--- src/hdl/ccrb_consts.svh ---
// constants of the cpu control register bank
`ifndef CCRB_CONSTS_SVH
`define CCRB_CONSTS_SVH

// register indices; byte address is four times the index
`define CCRB_IDX_CHANGE_GUARD  6'h04
`define CCRB_IDX_DIRECT_PAGE   6'h08
`define CCRB_IDX_X_PAGE        6'h09
`define CCRB_IDX_Y_PAGE        6'h0A
`define CCRB_IDX_Z_PAGE        6'h0B
`define CCRB_IDX_JUMP_EXT      6'h0C
`define CCRB_IDX_STACK_LOW     6'h0D
`define CCRB_IDX_STACK_HIGH    6'h0E
`define CCRB_IDX_CPU_FLAGS     6'h0F

// change guard signatures and status bits
`define CCRB_SIG_SELF_PROGRAM  8'h9D
`define CCRB_SIG_PROTECTED_IO  8'hD8
`define CCRB_GUARD_IO_BIT      0
`define CCRB_GUARD_PRG_BIT     1

// flag bit positions
`define CCRB_FLAG_I            7
`define CCRB_FLAG_T            6
`define CCRB_FLAG_H            5
`define CCRB_FLAG_S            4
`define CCRB_FLAG_V            3
`define CCRB_FLAG_N            2
`define CCRB_FLAG_Z            1
`define CCRB_FLAG_C            0

// timing, in cpu instruction cycles
`define CCRB_GUARD_CYCLES      3'h4
`define CCRB_STACK_HOLD_CYCLES 3'h4

// reset values
`define CCRB_RST_PAGE          8'h00
`define CCRB_RST_FLAGS         8'h00

`endif

--- src/hdl/ccrb_pkg.sv ---
// types of the cpu control register bank
package ccrb_pkg;

  // masked flag update from the core: sign bit is derived, never taken
  typedef struct packed {
    logic [7:0] mask;
    logic [7:0] value;
  } ccrb_flag_update_s;

  // pointer values from the core register file
  typedef struct packed {
    logic [15:0] x_ptr;
    logic [15:0] y_ptr;
    logic [15:0] z_ptr;
    logic [15:0] operand;
  } ccrb_pointers_s;

  // extended 24-bit addresses handed back to the core
  typedef struct packed {
    logic [23:0] direct_addr;
    logic [23:0] x_addr;
    logic [23:0] y_addr;
    logic [23:0] z_data_addr;
    logic [23:0] flash_addr;
    logic [23:0] jump_addr;
  } ccrb_ext_addr_s;

  typedef enum logic [1:0] {
    CCRB_GUARD_CLOSED,
    CCRB_GUARD_IO,
    CCRB_GUARD_PRG
  } ccrb_guard_e;

endpackage

--- src/hdl/ccrb_top.sv ---
// cpu control register bank with apb slave
//
// Behaviour
// - 0x9D opens self-program window, 0xD8 opens protected io window.
// - open window closes by itself after four instruction cycles.
// - interrupts are held off while a guard window is open.
// - guard bit 0 reads one while the io window is open.
// - guard bit 1 reads one while the self-program window is open.
// - guard bits 7 to 2 always read zero.
// - direct page forms top byte of 24-bit direct address.
// - x page forms top byte of 24-bit x address.
// - y page forms top byte of 24-bit y address.
// - page and jump bits not implemented read as zero.
// - z page extends z for extended flash read and self-programming.
// - jump extension forms top byte of 24-bit jump/call target.
// - jump extension absent when program memory is small.
// - reset loads stack pointer with highest internal sram address.
// - stack low write holds interrupts until high write or four instructions.
// - only implemented stack pointer bits exist; others read zero.
// - global enable bit blocks all interrupts; not cleared on entry.
// - bit 6 is bit_store destination and bit_load source.
// - sign bit always equals negative xor overflow.
// - bit 5 half carry, bit 3 overflow.
// - bit 2 negative, bit 1 zero, bit 0 carry.
`include "ccrb_consts.svh"
`timescale 1ns/1ps
`default_nettype none

module ccrb_top
#(
  parameter logic [7:0]  DATA_PAGE_MASK = 8'hFF,
  parameter logic [7:0]  PROG_PAGE_MASK = 8'hFF,
  parameter logic [7:0]  JUMP_MASK      = 8'hFF,
  parameter logic [15:0] STACK_MASK     = 16'hFFFF,
  parameter logic [15:0] SRAM_TOP       = 16'h3FFF
)
(
  // clock and reset
  input  wire logic                       clock,
  input  wire logic                       reset,
  // apb slave
  input  wire logic                       psel,
  input  wire logic                       penable,
  input  wire logic                       pwrite,
  input  wire logic [7:0]                 paddr,
  input  wire logic [31:0]                pwdata,
  input  wire logic [3:0]                 pstrb,
  output logic                            pready,
  output logic [31:0]                     prdata,
  output logic                            pslverr,
  // core events
  input  wire logic                       instr_cycle,
  input  wire logic                       data_write,
  input  wire logic                       flash_instr,
  input  wire logic                       sleep_instr,
  input  wire ccrb_pkg::ccrb_flag_update_s flag_update,
  input  wire logic                       stack_load,
  input  wire logic [15:0]                stack_value,
  input  wire ccrb_pkg::ccrb_pointers_s   pointers,
  // core results
  output ccrb_pkg::ccrb_ext_addr_s        ext_addr,
  output logic [15:0]                     stack_pointer,
  output logic [7:0]                      cpu_flags,
  output logic                            bit_copy,
  output logic                            irq_allowed,
  output logic                            protected_io_mode,
  output logic                            self_program_mode
);

  // =========================================================
  // apb decode
  // =========================================================
  wire logic [5:0] reg_index = paddr[7:2];
  wire logic       access    = psel & penable & pready;
  wire logic       wr        = access & pwrite & pstrb[0];
  wire logic       aligned   = (paddr[1:0] == 2'b00);
  wire logic       hit_guard = aligned & (reg_index == `CCRB_IDX_CHANGE_GUARD);
  wire logic       hit_dpage = aligned & (reg_index == `CCRB_IDX_DIRECT_PAGE);
  wire logic       hit_xpage = aligned & (reg_index == `CCRB_IDX_X_PAGE);
  wire logic       hit_ypage = aligned & (reg_index == `CCRB_IDX_Y_PAGE);
  wire logic       hit_zpage = aligned & (reg_index == `CCRB_IDX_Z_PAGE);
  wire logic       hit_jump  = aligned & (reg_index == `CCRB_IDX_JUMP_EXT);
  wire logic       hit_slo   = aligned & (reg_index == `CCRB_IDX_STACK_LOW);
  wire logic       hit_shi   = aligned & (reg_index == `CCRB_IDX_STACK_HIGH);
  wire logic       hit_flags = aligned & (reg_index == `CCRB_IDX_CPU_FLAGS);
  wire logic       mapped    = hit_guard | hit_dpage | hit_xpage | hit_ypage | hit_zpage
                             | hit_jump | hit_slo | hit_shi | hit_flags;
  wire logic [7:0] wbyte     = pwdata[7:0];

  // =========================================================
  // state
  // =========================================================
  ccrb_pkg::ccrb_guard_e guard_mode;
  logic [2:0]            guard_count;
  logic [2:0]            stack_hold;
  logic [7:0]            direct_page;
  logic [7:0]            x_page;
  logic [7:0]            y_page;
  logic [7:0]            z_page;
  logic [7:0]            jump_extension;
  logic [15:0]           stack_reg;
  logic [7:0]            flag_reg;
  logic                  stack_init;

  // =========================================================
  // change guard
  // =========================================================
  // signature match
  wire logic guard_wr   = wr & hit_guard;
  wire logic sig_prg    = guard_wr & (wbyte == `CCRB_SIG_SELF_PROGRAM);
  wire logic sig_io     = guard_wr & (wbyte == `CCRB_SIG_PROTECTED_IO);
  // any mapped register write other than the guard, and any core data write, flash or sleep instruction, ends the io window early
  wire logic io_kill    = data_write | flash_instr | sleep_instr | (wr & ~hit_guard & mapped);
  wire logic prg_kill   = data_write | sleep_instr;
  wire logic count_end  = instr_cycle & (guard_count == 3'h1);

  ccrb_pkg::ccrb_guard_e next_guard_mode;
  logic [2:0]            next_guard_count;

  always_comb
  begin
    next_guard_mode  = guard_mode;
    next_guard_count = guard_count;
    if (sig_prg)
    begin
      next_guard_mode  = ccrb_pkg::CCRB_GUARD_PRG;
      next_guard_count = `CCRB_GUARD_CYCLES;
    end
    else if (sig_io)
    begin
      next_guard_mode  = ccrb_pkg::CCRB_GUARD_IO;
      next_guard_count = `CCRB_GUARD_CYCLES;
    end
    else
    begin
      case (guard_mode)
        ccrb_pkg::CCRB_GUARD_IO:
        begin
          if (io_kill | count_end)
          begin
            next_guard_mode  = ccrb_pkg::CCRB_GUARD_CLOSED;
            next_guard_count = 3'h0;
          end
          else if (instr_cycle)
          begin
            next_guard_count = guard_count - 3'h1;
          end
        end
        ccrb_pkg::CCRB_GUARD_PRG:
        begin
          if (prg_kill | count_end)
          begin
            next_guard_mode  = ccrb_pkg::CCRB_GUARD_CLOSED;
            next_guard_count = 3'h0;
          end
          else if (instr_cycle)
          begin
            next_guard_count = guard_count - 3'h1;
          end
        end
        default:
        begin
          next_guard_mode  = ccrb_pkg::CCRB_GUARD_CLOSED;
          next_guard_count = 3'h0;
        end
      endcase
    end
  end

  always_ff @(posedge clock or posedge reset)
  begin
    if (reset)
    begin
      guard_mode  <= ccrb_pkg::CCRB_GUARD_CLOSED;
      guard_count <= 3'h0;
    end
    else
    begin
      guard_mode  <= next_guard_mode;
      guard_count <= next_guard_count;
    end
  end

  // io bit, program bit, upper bits zero
  wire logic [7:0] guard_read = {6'h00,
                                 guard_mode == ccrb_pkg::CCRB_GUARD_PRG,
                                 guard_mode == ccrb_pkg::CCRB_GUARD_IO};

  // =========================================================
  // page and jump registers
  // =========================================================
  always_ff @(posedge clock or posedge reset)
  begin
    if (reset)
    begin
      direct_page    <= `CCRB_RST_PAGE;
      x_page         <= `CCRB_RST_PAGE;
      y_page         <= `CCRB_RST_PAGE;
      z_page         <= `CCRB_RST_PAGE;
      jump_extension <= `CCRB_RST_PAGE;
    end
    else
    begin
      if (wr & hit_dpage)
        direct_page <= wbyte & DATA_PAGE_MASK;
      if (wr & hit_xpage)
        x_page <= wbyte & DATA_PAGE_MASK;
      if (wr & hit_ypage)
        y_page <= wbyte & DATA_PAGE_MASK;
      if (wr & hit_zpage)
        z_page <= wbyte & (DATA_PAGE_MASK | PROG_PAGE_MASK);
      if (wr & hit_jump)
        jump_extension <= wbyte & JUMP_MASK;
    end
  end

  // =========================================================
  // stack pointer
  // =========================================================
  // low byte write starts the interrupt hold
  wire logic slo_wr = wr & hit_slo;
  wire logic shi_wr = wr & hit_shi;
  logic [2:0] next_stack_hold;

  always_comb
  begin
    next_stack_hold = stack_hold;
    if (slo_wr)
      next_stack_hold = `CCRB_STACK_HOLD_CYCLES;
    else if (shi_wr)
      next_stack_hold = 3'h0;
    else if (instr_cycle & (stack_hold != 3'h0))
      next_stack_hold = stack_hold - 3'h1;
  end

  always_ff @(posedge clock or posedge reset)
  begin
    if (reset)
    begin
      stack_reg  <= 16'h0000;
      stack_init <= 1'b1;
      stack_hold <= 3'h0;
    end
    else
    begin
      stack_hold <= next_stack_hold;
      stack_init <= 1'b0;
      if (stack_init)
        stack_reg <= SRAM_TOP & STACK_MASK;
      else if (stack_load)
        stack_reg <= stack_value & STACK_MASK;
      else if (slo_wr)
        stack_reg[7:0] <= wbyte & STACK_MASK[7:0];
      else if (shi_wr)
        stack_reg[15:8] <= wbyte & STACK_MASK[15:8];
    end
  end

  // =========================================================
  // cpu flags
  // =========================================================
  // sign is not stored; it is rebuilt from n and v on every read
  wire logic [7:0] flag_src = (wr & hit_flags) ? wbyte : flag_reg;
  wire logic [7:0] upd_mask = flag_update.mask;
  wire logic [7:0] flag_new = (flag_src & ~upd_mask) | (flag_update.value & upd_mask);
  wire logic       sign_bit = flag_reg[`CCRB_FLAG_N] ^ flag_reg[`CCRB_FLAG_V];
  wire logic [7:0] flag_read = {flag_reg[7:5], sign_bit, flag_reg[3:0]};
  wire logic       next_sign = flag_new[`CCRB_FLAG_N] ^ flag_new[`CCRB_FLAG_V];

  always_ff @(posedge clock or posedge reset)
  begin
    if (reset)
      flag_reg <= `CCRB_RST_FLAGS;
    else
      flag_reg <= {flag_new[7:5], 1'b0, flag_new[3:0]};
  end

  // =========================================================
  // core outputs
  // =========================================================
  // interrupt gate from the coming state
  wire logic next_irq = flag_new[`CCRB_FLAG_I]
                      & (next_guard_mode == ccrb_pkg::CCRB_GUARD_CLOSED)
                      & (next_stack_hold == 3'h0);
  ccrb_pkg::ccrb_ext_addr_s next_ext;

  always_comb
  begin
    next_ext.direct_addr = {direct_page, pointers.operand};
    next_ext.x_addr      = {x_page, pointers.x_ptr};
    next_ext.y_addr      = {y_page, pointers.y_ptr};
    // z page join for data and flash
    next_ext.z_data_addr = {z_page & DATA_PAGE_MASK, pointers.z_ptr};
    next_ext.flash_addr  = {z_page & PROG_PAGE_MASK, pointers.z_ptr};
    next_ext.jump_addr   = {jump_extension, pointers.z_ptr};
  end

  always_ff @(posedge clock or posedge reset)
  begin
    if (reset)
    begin
      ext_addr          <= '0;
      stack_pointer     <= 16'h0000;
      cpu_flags         <= `CCRB_RST_FLAGS;
      bit_copy          <= 1'b0;
      irq_allowed       <= 1'b0;
      protected_io_mode <= 1'b0;
      self_program_mode <= 1'b0;
    end
    else
    begin
      ext_addr          <= next_ext;
      stack_pointer     <= stack_reg;
      cpu_flags         <= {flag_new[7:5], next_sign, flag_new[3:0]};
      bit_copy          <= flag_new[`CCRB_FLAG_T];
      irq_allowed       <= next_irq;
      protected_io_mode <= (next_guard_mode == ccrb_pkg::CCRB_GUARD_IO);
      self_program_mode <= (next_guard_mode == ccrb_pkg::CCRB_GUARD_PRG);
    end
  end

  // =========================================================
  // apb read and answer
  // =========================================================
  logic [7:0] read_byte;

  always_comb
  begin
    read_byte = 8'h00;
    if (hit_guard)
      read_byte = guard_read;
    else if (hit_dpage)
      read_byte = direct_page;
    else if (hit_xpage)
      read_byte = x_page;
    else if (hit_ypage)
      read_byte = y_page;
    else if (hit_zpage)
      read_byte = z_page;
    else if (hit_jump)
      read_byte = jump_extension;
    else if (hit_slo)
      read_byte = stack_reg[7:0];
    else if (hit_shi)
      read_byte = stack_reg[15:8];
    else if (hit_flags)
      read_byte = flag_read;
  end

  // one wait state keeps every bus output on a flip-flop
  wire logic answer_now = psel & penable & ~pready;

  always_ff @(posedge clock or posedge reset)
  begin
    if (reset)
    begin
      pready  <= 1'b0;
      prdata  <= 32'h0000_0000;
      pslverr <= 1'b0;
    end
    else
    begin
      pready  <= answer_now;
      prdata  <= (answer_now & ~pwrite) ? {24'h00_0000, read_byte} : 32'h0000_0000;
      pslverr <= answer_now & ~mapped;
    end
  end

endmodule

`default_nettype wire
--- config.mk ---
export PLATFORM = sky130hd
export DESIGN_NAME = ccrb_top
export DESIGN_NICKNAME = d
export VERILOG_FILES = /design/src/hdl/ccrb_pkg.sv /design/src/hdl/ccrb_top.sv
export VERILOG_INCLUDE_DIRS = /design/src /design/src/hdl
export SDC_FILE = /design/constraint.sdc
export NUM_CORES = 1
export LEC_CHECK = 0
export ABC_CLOCK_PERIOD_IN_PS = 8800
export BUFFER_PORTS_ARGS = -buffer_cell sky130_fd_sc_hd__buf_2
export CAP_MARGIN = 5
export CORE_MARGIN = 2
export CORE_UTILIZATION = 45
export DETAILED_ROUTE_END_ITERATION = 8
export PLACE_DENSITY = 0.77
export SLEW_MARGIN = 20
export SYNTH_ARGS = -nofsm -noshare
export SYNTH_HDL_FRONTEND = slang
export SYNTH_SLANG_ARGS = --single-unit
export TNS_END_PERCENT = 5
--- constraint.sdc ---
create_clock -name clock -period 8.8 [get_ports clock]
set_input_delay 0.88 -clock clock [delete_from_list [all_inputs] [get_ports clock]]
set_output_delay 0.88 -clock clock [all_outputs]
set_load 0.1 [all_outputs]
==> results of run 1 <==
through the flow:
step,worst slack [ps],total power [mW],hold slack [ps],instances
floorplan,2300,1.41,365,639
global placement,5360,1.48,382,1081
detailed placement,5300,1.49,387,1081
CTS,5820,2.40,401,1120
global route,5750,2.46,408,1128
finish,5840,2.37,397,1129
area by class of cell:
class | count | area [µm²]
sequential | 206 | 5160
multi-input combinational | 332 | 2360
timing repair buffer | 303 | 1520
clock buffer | 34 | 637
clock inverter | 5 | 77.6
inverter | 15 | 63.8
fill | 1473 | 7240
antenna | 9 | 22.5
tap | 225 | 282
power by group:
part / switching, mW / internal, mW / total [mW]
registers: 0.0217 / 0.984 / 1.01
clock network: 0.349 / 0.555 / 0.904
logic: 0.387 / 0.0775 / 0.465
total: 0.758 / 1.62 / 2.37
cell families (layout without fill, tap and decap cells):
| kind of cell | count (synthesis) | in the layout | synth area share |
|---|---|---|---|
| DFF | 206 | 206 | 0.641 |
| and+or+nand+nor | 150 | 150 | 0.104 |
| buffers and inverters | 101 | 357 | 0.0786 |
| AOI/OAI and AO/OA | 73 | 73 | 0.0573 |
| muxes | 73 | 73 | 0.104 |
| adders and majority gates | 6 | 6 | 0.00933 |
| xor gates and xnor gates | 5 | 5 | 0.00545 |
| other | 1 | 34 | 0.000466 |
placed cells by master, fill, tap and decap left out, types with 17 or more instances in the layout:
cell,instances
nor2_1,26
a21oi_1,21
o21ai_0,17
conb_1,25
mux2_2,42
buf_2,302
nand2_1,45
clkbuf_16,23
nand2b_1,17
mux2i_1,27
dfrtp_1,205
metal layers:
layer / share of wire / track usage / vias up
li1: - / - / 2580
met1: 0.39 / 0.278 / 2770
met2: 0.50 / 0.378 / 293
met3: 0.079 / 0.0412 / 46
met4: 0.035 / 0.0918 / 0
met5: 0 / 0 / -
worst min path at each step:
stage / startpoint / depth (start not counted) / slack, ps / endpoint
global route: stack_reg[14]$_DFFE_PP0P_ / 0 / 410 / stack_pointer[14]$_DFF_PP0_
detailed placement: stack_reg[14]$_DFFE_PP0P_ / 0 / 390 / stack_pointer[14]$_DFF_PP0_
floorplan: z_page[0]$_DFFE_PP0P_ / 0 / 370 / ext_addr[40]$_DFF_PP0_
global placement: x_page[4]$_DFFE_PP0P_ / 0 / 380 / ext_addr[116]$_DFF_PP0_
finish: stack_reg[14]$_DFFE_PP0P_ / 0 / 400 / stack_pointer[14]$_DFF_PP0_
CTS: stack_reg[14]$_DFFE_PP0P_ / 0 / 400 / stack_pointer[14]$_DFF_PP0_
worst max-delay path, cell delays in order:
cell and delay (ps):
buf_2 310, or4_1 800, or4_4 630, o21ai_0 110, a211oi_1 70, a2111oi_0 460
==> results.json, run 1 <==
{
  "run_status": "completed",
  "cts_root_buffer": "clkbuf_16",
  "cts_htree_levels": 1,
  "final-hold-violation-count": 0,
  "maxCapViolCount": 0,
  "ys_async_sr_fraction": 1.00,
  "start_util": 0.463,
  "clock_latency_ps": 490,
  "die_area_um2": 19000,
  "cts_hold_buf": 0,
  "area_growth_syn_to_layout_pct": 25.8,
  "fin_crit_ps": 2960,
  "synth_area_um2": 8040,
  "wl_um": 21000,
  "fin_worst_skew_ps": 13.5,
  "endpoint": "prdata[1]$_DFF_PP0_",
  "vias_per_cell": 5.04,
  "fin_crit_sh": 0.336,
  "cts_resized": 0,
  "drive_above_1_share": 0.445,
  "yosysMostFrequentCell": "dfrtp_1",
  "dr.pass1.iters": 5,
  "die_x_um": 138,
  "synth_top_cell_area_share": 0.638,
  "fin_nets": 1036,
  "rsz0062_at_grt": "false",
  "dpl_cell_area_um2": 9370,
  "slew-limit-headroom": 0.328,
  "cts_buffers": 22,
  "reg2reg_to": "irq_allowed$_DFF_PP0_",
  "yosys.area.top_type": "dfrtp_1",
  "synth_common_cells": "dfrtp_1, buf_4, nand2_1",
  "pin_count": 356,
  "ys_seq_elements": 206,
  "postCtsSetupBuffers": 0,
  "synth_flop_cell": "dfrtp_1",
  "p_leak_nw": 5.29,
  "clkSinkCount": 206,
  "track_usage": 0.221,
  "drv_slew": 0,
  "grt-ovfl-total": 0,
  "antenna_found_initial": 9,
  "arrival_ps": 3280,
  "final_core_util": 0.583,
  "grt_pass1_vias": 5655,
  "yosys.cell_types.count": 63,
  "crit_path_max_fanout": 33,
  "max_freq_mhz": 338,
  "tns_ps": 0,
  "worstMarginPinSlew_ps": 1000,
  "endpoint_kind": "register",
  "cp.required_ps": 9120,
  "setup_viol": 0,
  "grt_pass1_wl_um": 31400,
  "die_h_um": 138,
  "grt_max_degree": 141,
  "place_hpwl_um": 15300,
  "syn_area_per_cell_um2": 13.1,
  "wire_per_inst_um": 18.6,
  "synth_edf_count": 0,
  "worst_ir_drop_vdd_mv": 0.196,
  "ant_nets": 0,
  "startpoint": "paddr[3]",
  "largest_reg_flops": 104,
  "power_density_nw_per_um2": 235,
  "yosysWarnings": 0,
  "synth_cells": 615,
  "cts_tree": "yes",
  "rows": 48,
  "core_area_um2": 17400,
  "clk_pin_slew_ps": 60,
  "rrSetupSlack_ps": 6570,
  "ys_top_cells_by_area": "dfrtp_1, buf_4, mux2_2",
  "yosysSeqAreaShare": 0.641,
  "hold_path.class": "reg -> reg",
  "clockBufferDepth": 3,
  "startpoint_type": "input pin",
  "port_buffers": 302,
  "drt_iter0_drc": 353,
  "final_area_um2": 10100,
  "r2r_cells": 5,
  "reg2reg_from": "pready$_DFF_PP0_",
  "path_class": "in -> reg",
  "dr_total_vias": 5689,
  "route.detailed.drc": 0,
  "place.gp.congestion": 0.893
}
No activity file was read; power rests on OpenSTA's default activity.
==> inputs of run 2 (changes only) <==
Settings changed: ABC_CLOCK_PERIOD_IN_PS 8800 to 2600, CORE_UTILIZATION 45 to 43.
Clock period 8.8 ns to 2.6 ns, I/O delays scaled along.
==> run 2 against run 1 <==
  * Worst hold slack worse by 380 ps
  * Clock skew down 2.8 ps
  * Via count up 6.9%
  * Sequential cell count unchanged
  * Die area up 4.5%
  * Clock power rose to 3.4 times the previous value
  * Core utilization up 1.4 points
  * Register-to-register slack worse by 6100 ps
  * Combinational power rose to 3.6 times the previous value
  * Worst setup slack worse by 5400 ps
  * Critical path depth up 1
  * Routed wire length up 9.6%
  * Critical path type is now reg -> reg
  * Largest power group unchanged
==> results.json, run 2 (same netlist as run 1, synthesis figures left out) <==
{
  "clockBufferDepth": 3,
  "holdPathStages": 3,
  "cts_buffers": 22,
  "worst_slack_ps": 426,
  "grt_pass1_wl_um": 35200,
  "cts_root_buffer": "clkbuf_16",
  "fin_worst_skew_ps": 10.7,
  "start_util": 0.434,
  "die_h_um": 141,
  "clk_pin_slew_ps": 60,
  "rsz0062_at_grt": "false",
  "crit_path_max_fanout": 4,
  "grt_max_degree": 76,
  "drv_slew": 0,
  "postCtsSetupBuffers": 0,
  "fin_crit_ps": 2170,
  "area_growth_syn_to_layout_pct": 37.5,
  "grt_pass1_vias": 6280,
  "tns_ps": 0,
  "core_area_um2": 18500,
  "min_from": "stack_value[9]",
  "ant_nets": 0,
  "rows": 50,
  "rrSetupSlack_ps": 430,
  "cp.required_ps": 3030,
  "wire_per_inst_um": 18.7,
  "vias_per_cell": 4.94,
  "clkSinkCount": 206,
  "fin_nets": 1133,
  "final_common_cell": "buf_2",
  "p_leak_nw": 5.71,
  "reg2reg_from": "guard_mode[0]$_DFF_PP0_",
  "wl_um": 23000,
  "cts_tree": "yes",
  "path_class": "reg -> reg",
  "drive_above_1_share": 0.420,
  "cts_htree_levels": 1,
  "final_core_util": 0.597,
  "arrival_ps": 2600,
  "route.detailed.drc": 0,
  "slew-limit-headroom": 0.567,
  "endpoint_kind": "register",
  "final_area_um2": 11100,
  "power_density_nw_per_um2": 738,
  "fin_crit_sh": 0.836,
  "startpoint_type": "register",
  "final_cell_mix": "buf_2, dfrtp_1, dlygate4sd3_1, nand2_1, mux2_2",
  "seqPwrFrac": 0.419,
  "drt_iter0_drc": 266,
  "cts_hold_buf": 82,
  "die_x_um": 141,
  "r2r_cells": 7,
  "port_buffers": 302,
  "power.internal_mw": 5.50,
  "dr_total_vias": 6080,
  "dpl_cell_area_um2": 9510,
  "track_usage": 0.231,
  "pwr-share-comb": 0.206,
  "cts_resized": 0,
  "dr.pass1.iters": 4,
  "holdPathEnd": "stack_reg[9]$_DFFE_PP0P_",
  "clockPowerShare": 0.375,
  "antenna_found_initial": 6,
  "run_status": "completed",
  "setup_viol": 0,
  "switchingPower_mw": 2.66,
  "place_hpwl_um": 16100,
  "worstMarginPinSlew_ps": 650,
  "pin_count": 356,
  "p_total_mw": 8.16,
  "swShare": 0.326,
  "reg2reg_to": "irq_allowed$_DFF_PP0_",
  "largest_reg_flops": 104,
  "final-hold-violation-count": 0,
  "die_area_um2": 19800,
  "max_freq_mhz": 460,
  "place.gp.congestion": 0.947,
  "grt-ovfl-total": 0,
  "hold_path.class": "in -> reg",
  "worst_ir_drop_vdd_mv": 0.553,
  "clock_latency_ps": 500,
  "maxCapViolCount": 0,
  "pre_cts_ws_ps": 194
}
==> run 2: cell count changes in the layout (fill, tap and decap cells not counted), sizes merged <==
cell,before,now
clkinv,2,4
buf,303,318
bufinv,2,1
dlygate4sd3,0,82
diode,9,4
clkinvlp,1,4
clkbuf,34,31
==> run 2: metrics by stage <==
stage	cells	hold WS [ps]
after floorplan	639	291
after global placement	1105	297
after global routing	1230	32.5
after CTS	1227	6.50
after detailed placement	1105	303
final	1231	16.0
==> run 2: routing by layer <==
layer	track usage	share of wire	vias to the layer above
met5	0	0	-
met1	0.275	0.37	2986
met4	0.0789	0.025	0
met3	0.0499	0.080	45
met2	0.416	0.53	293
li1	-	-	2756
==> run 2: worst max-delay path, cell delays in order (launching register included) <==
cell and delay (ps):
dfrtp_1 380, inv_1 80, ha_1 230, or3_1 360, nor4_1 420, o31ai_1 250
nand4b_2 170, and4b_1 220
==> run 2: area by class of cell <==
| class | count | area [µm²] |
|---|---|---|
| antenna | 4 | 10.0 |
| tap | 234 | 293 |
| sequential | 206 | 5160 |
| fill | 1504 | 7460 |
| multi-input combinational | 332 | 2340 |
| clock inverter | 9 | 81.3 |
| inverter | 15 | 60.1 |
| clock buffer | 31 | 636 |
| timing repair buffer | 400 | 2480 |
==> run 2: worst max-delay path by stage <==
stage	to	from	slack, ps
2_1_floorplan	asynchronous set/reset pin	reset	-330
3_3_place_gp	irq_allowed$_DFF_PP0_	paddr[2]	220
3_5_place_dp	irq_allowed$_DFF_PP0_	paddr[2]	190
4_1_cts	irq_allowed$_DFF_PP0_	guard_mode[0]$_DFF_PP0_	430
5_1_grt	irq_allowed$_DFF_PP0_	pready$_DFF_PP0_	270
6_report	irq_allowed$_DFF_PP0_	guard_mode[0]$_DFF_PP0_	430
==> run 2: power groups by stage <==
| stage | logic, mW | clock network, mW | registers, mW |
|---|---|---|---|
| final | 1.68 | 3.06 | 3.41 |
| after global routing | 1.77 | 3.27 | 3.42 |
| after CTS | 1.68 | 3.10 | 3.41 |
| after global placement | 1.56 | 0 | 3.46 |
| after detailed placement | 1.57 | 0 | 3.47 |
| after floorplan | 0.695 | 0 | 4.08 |
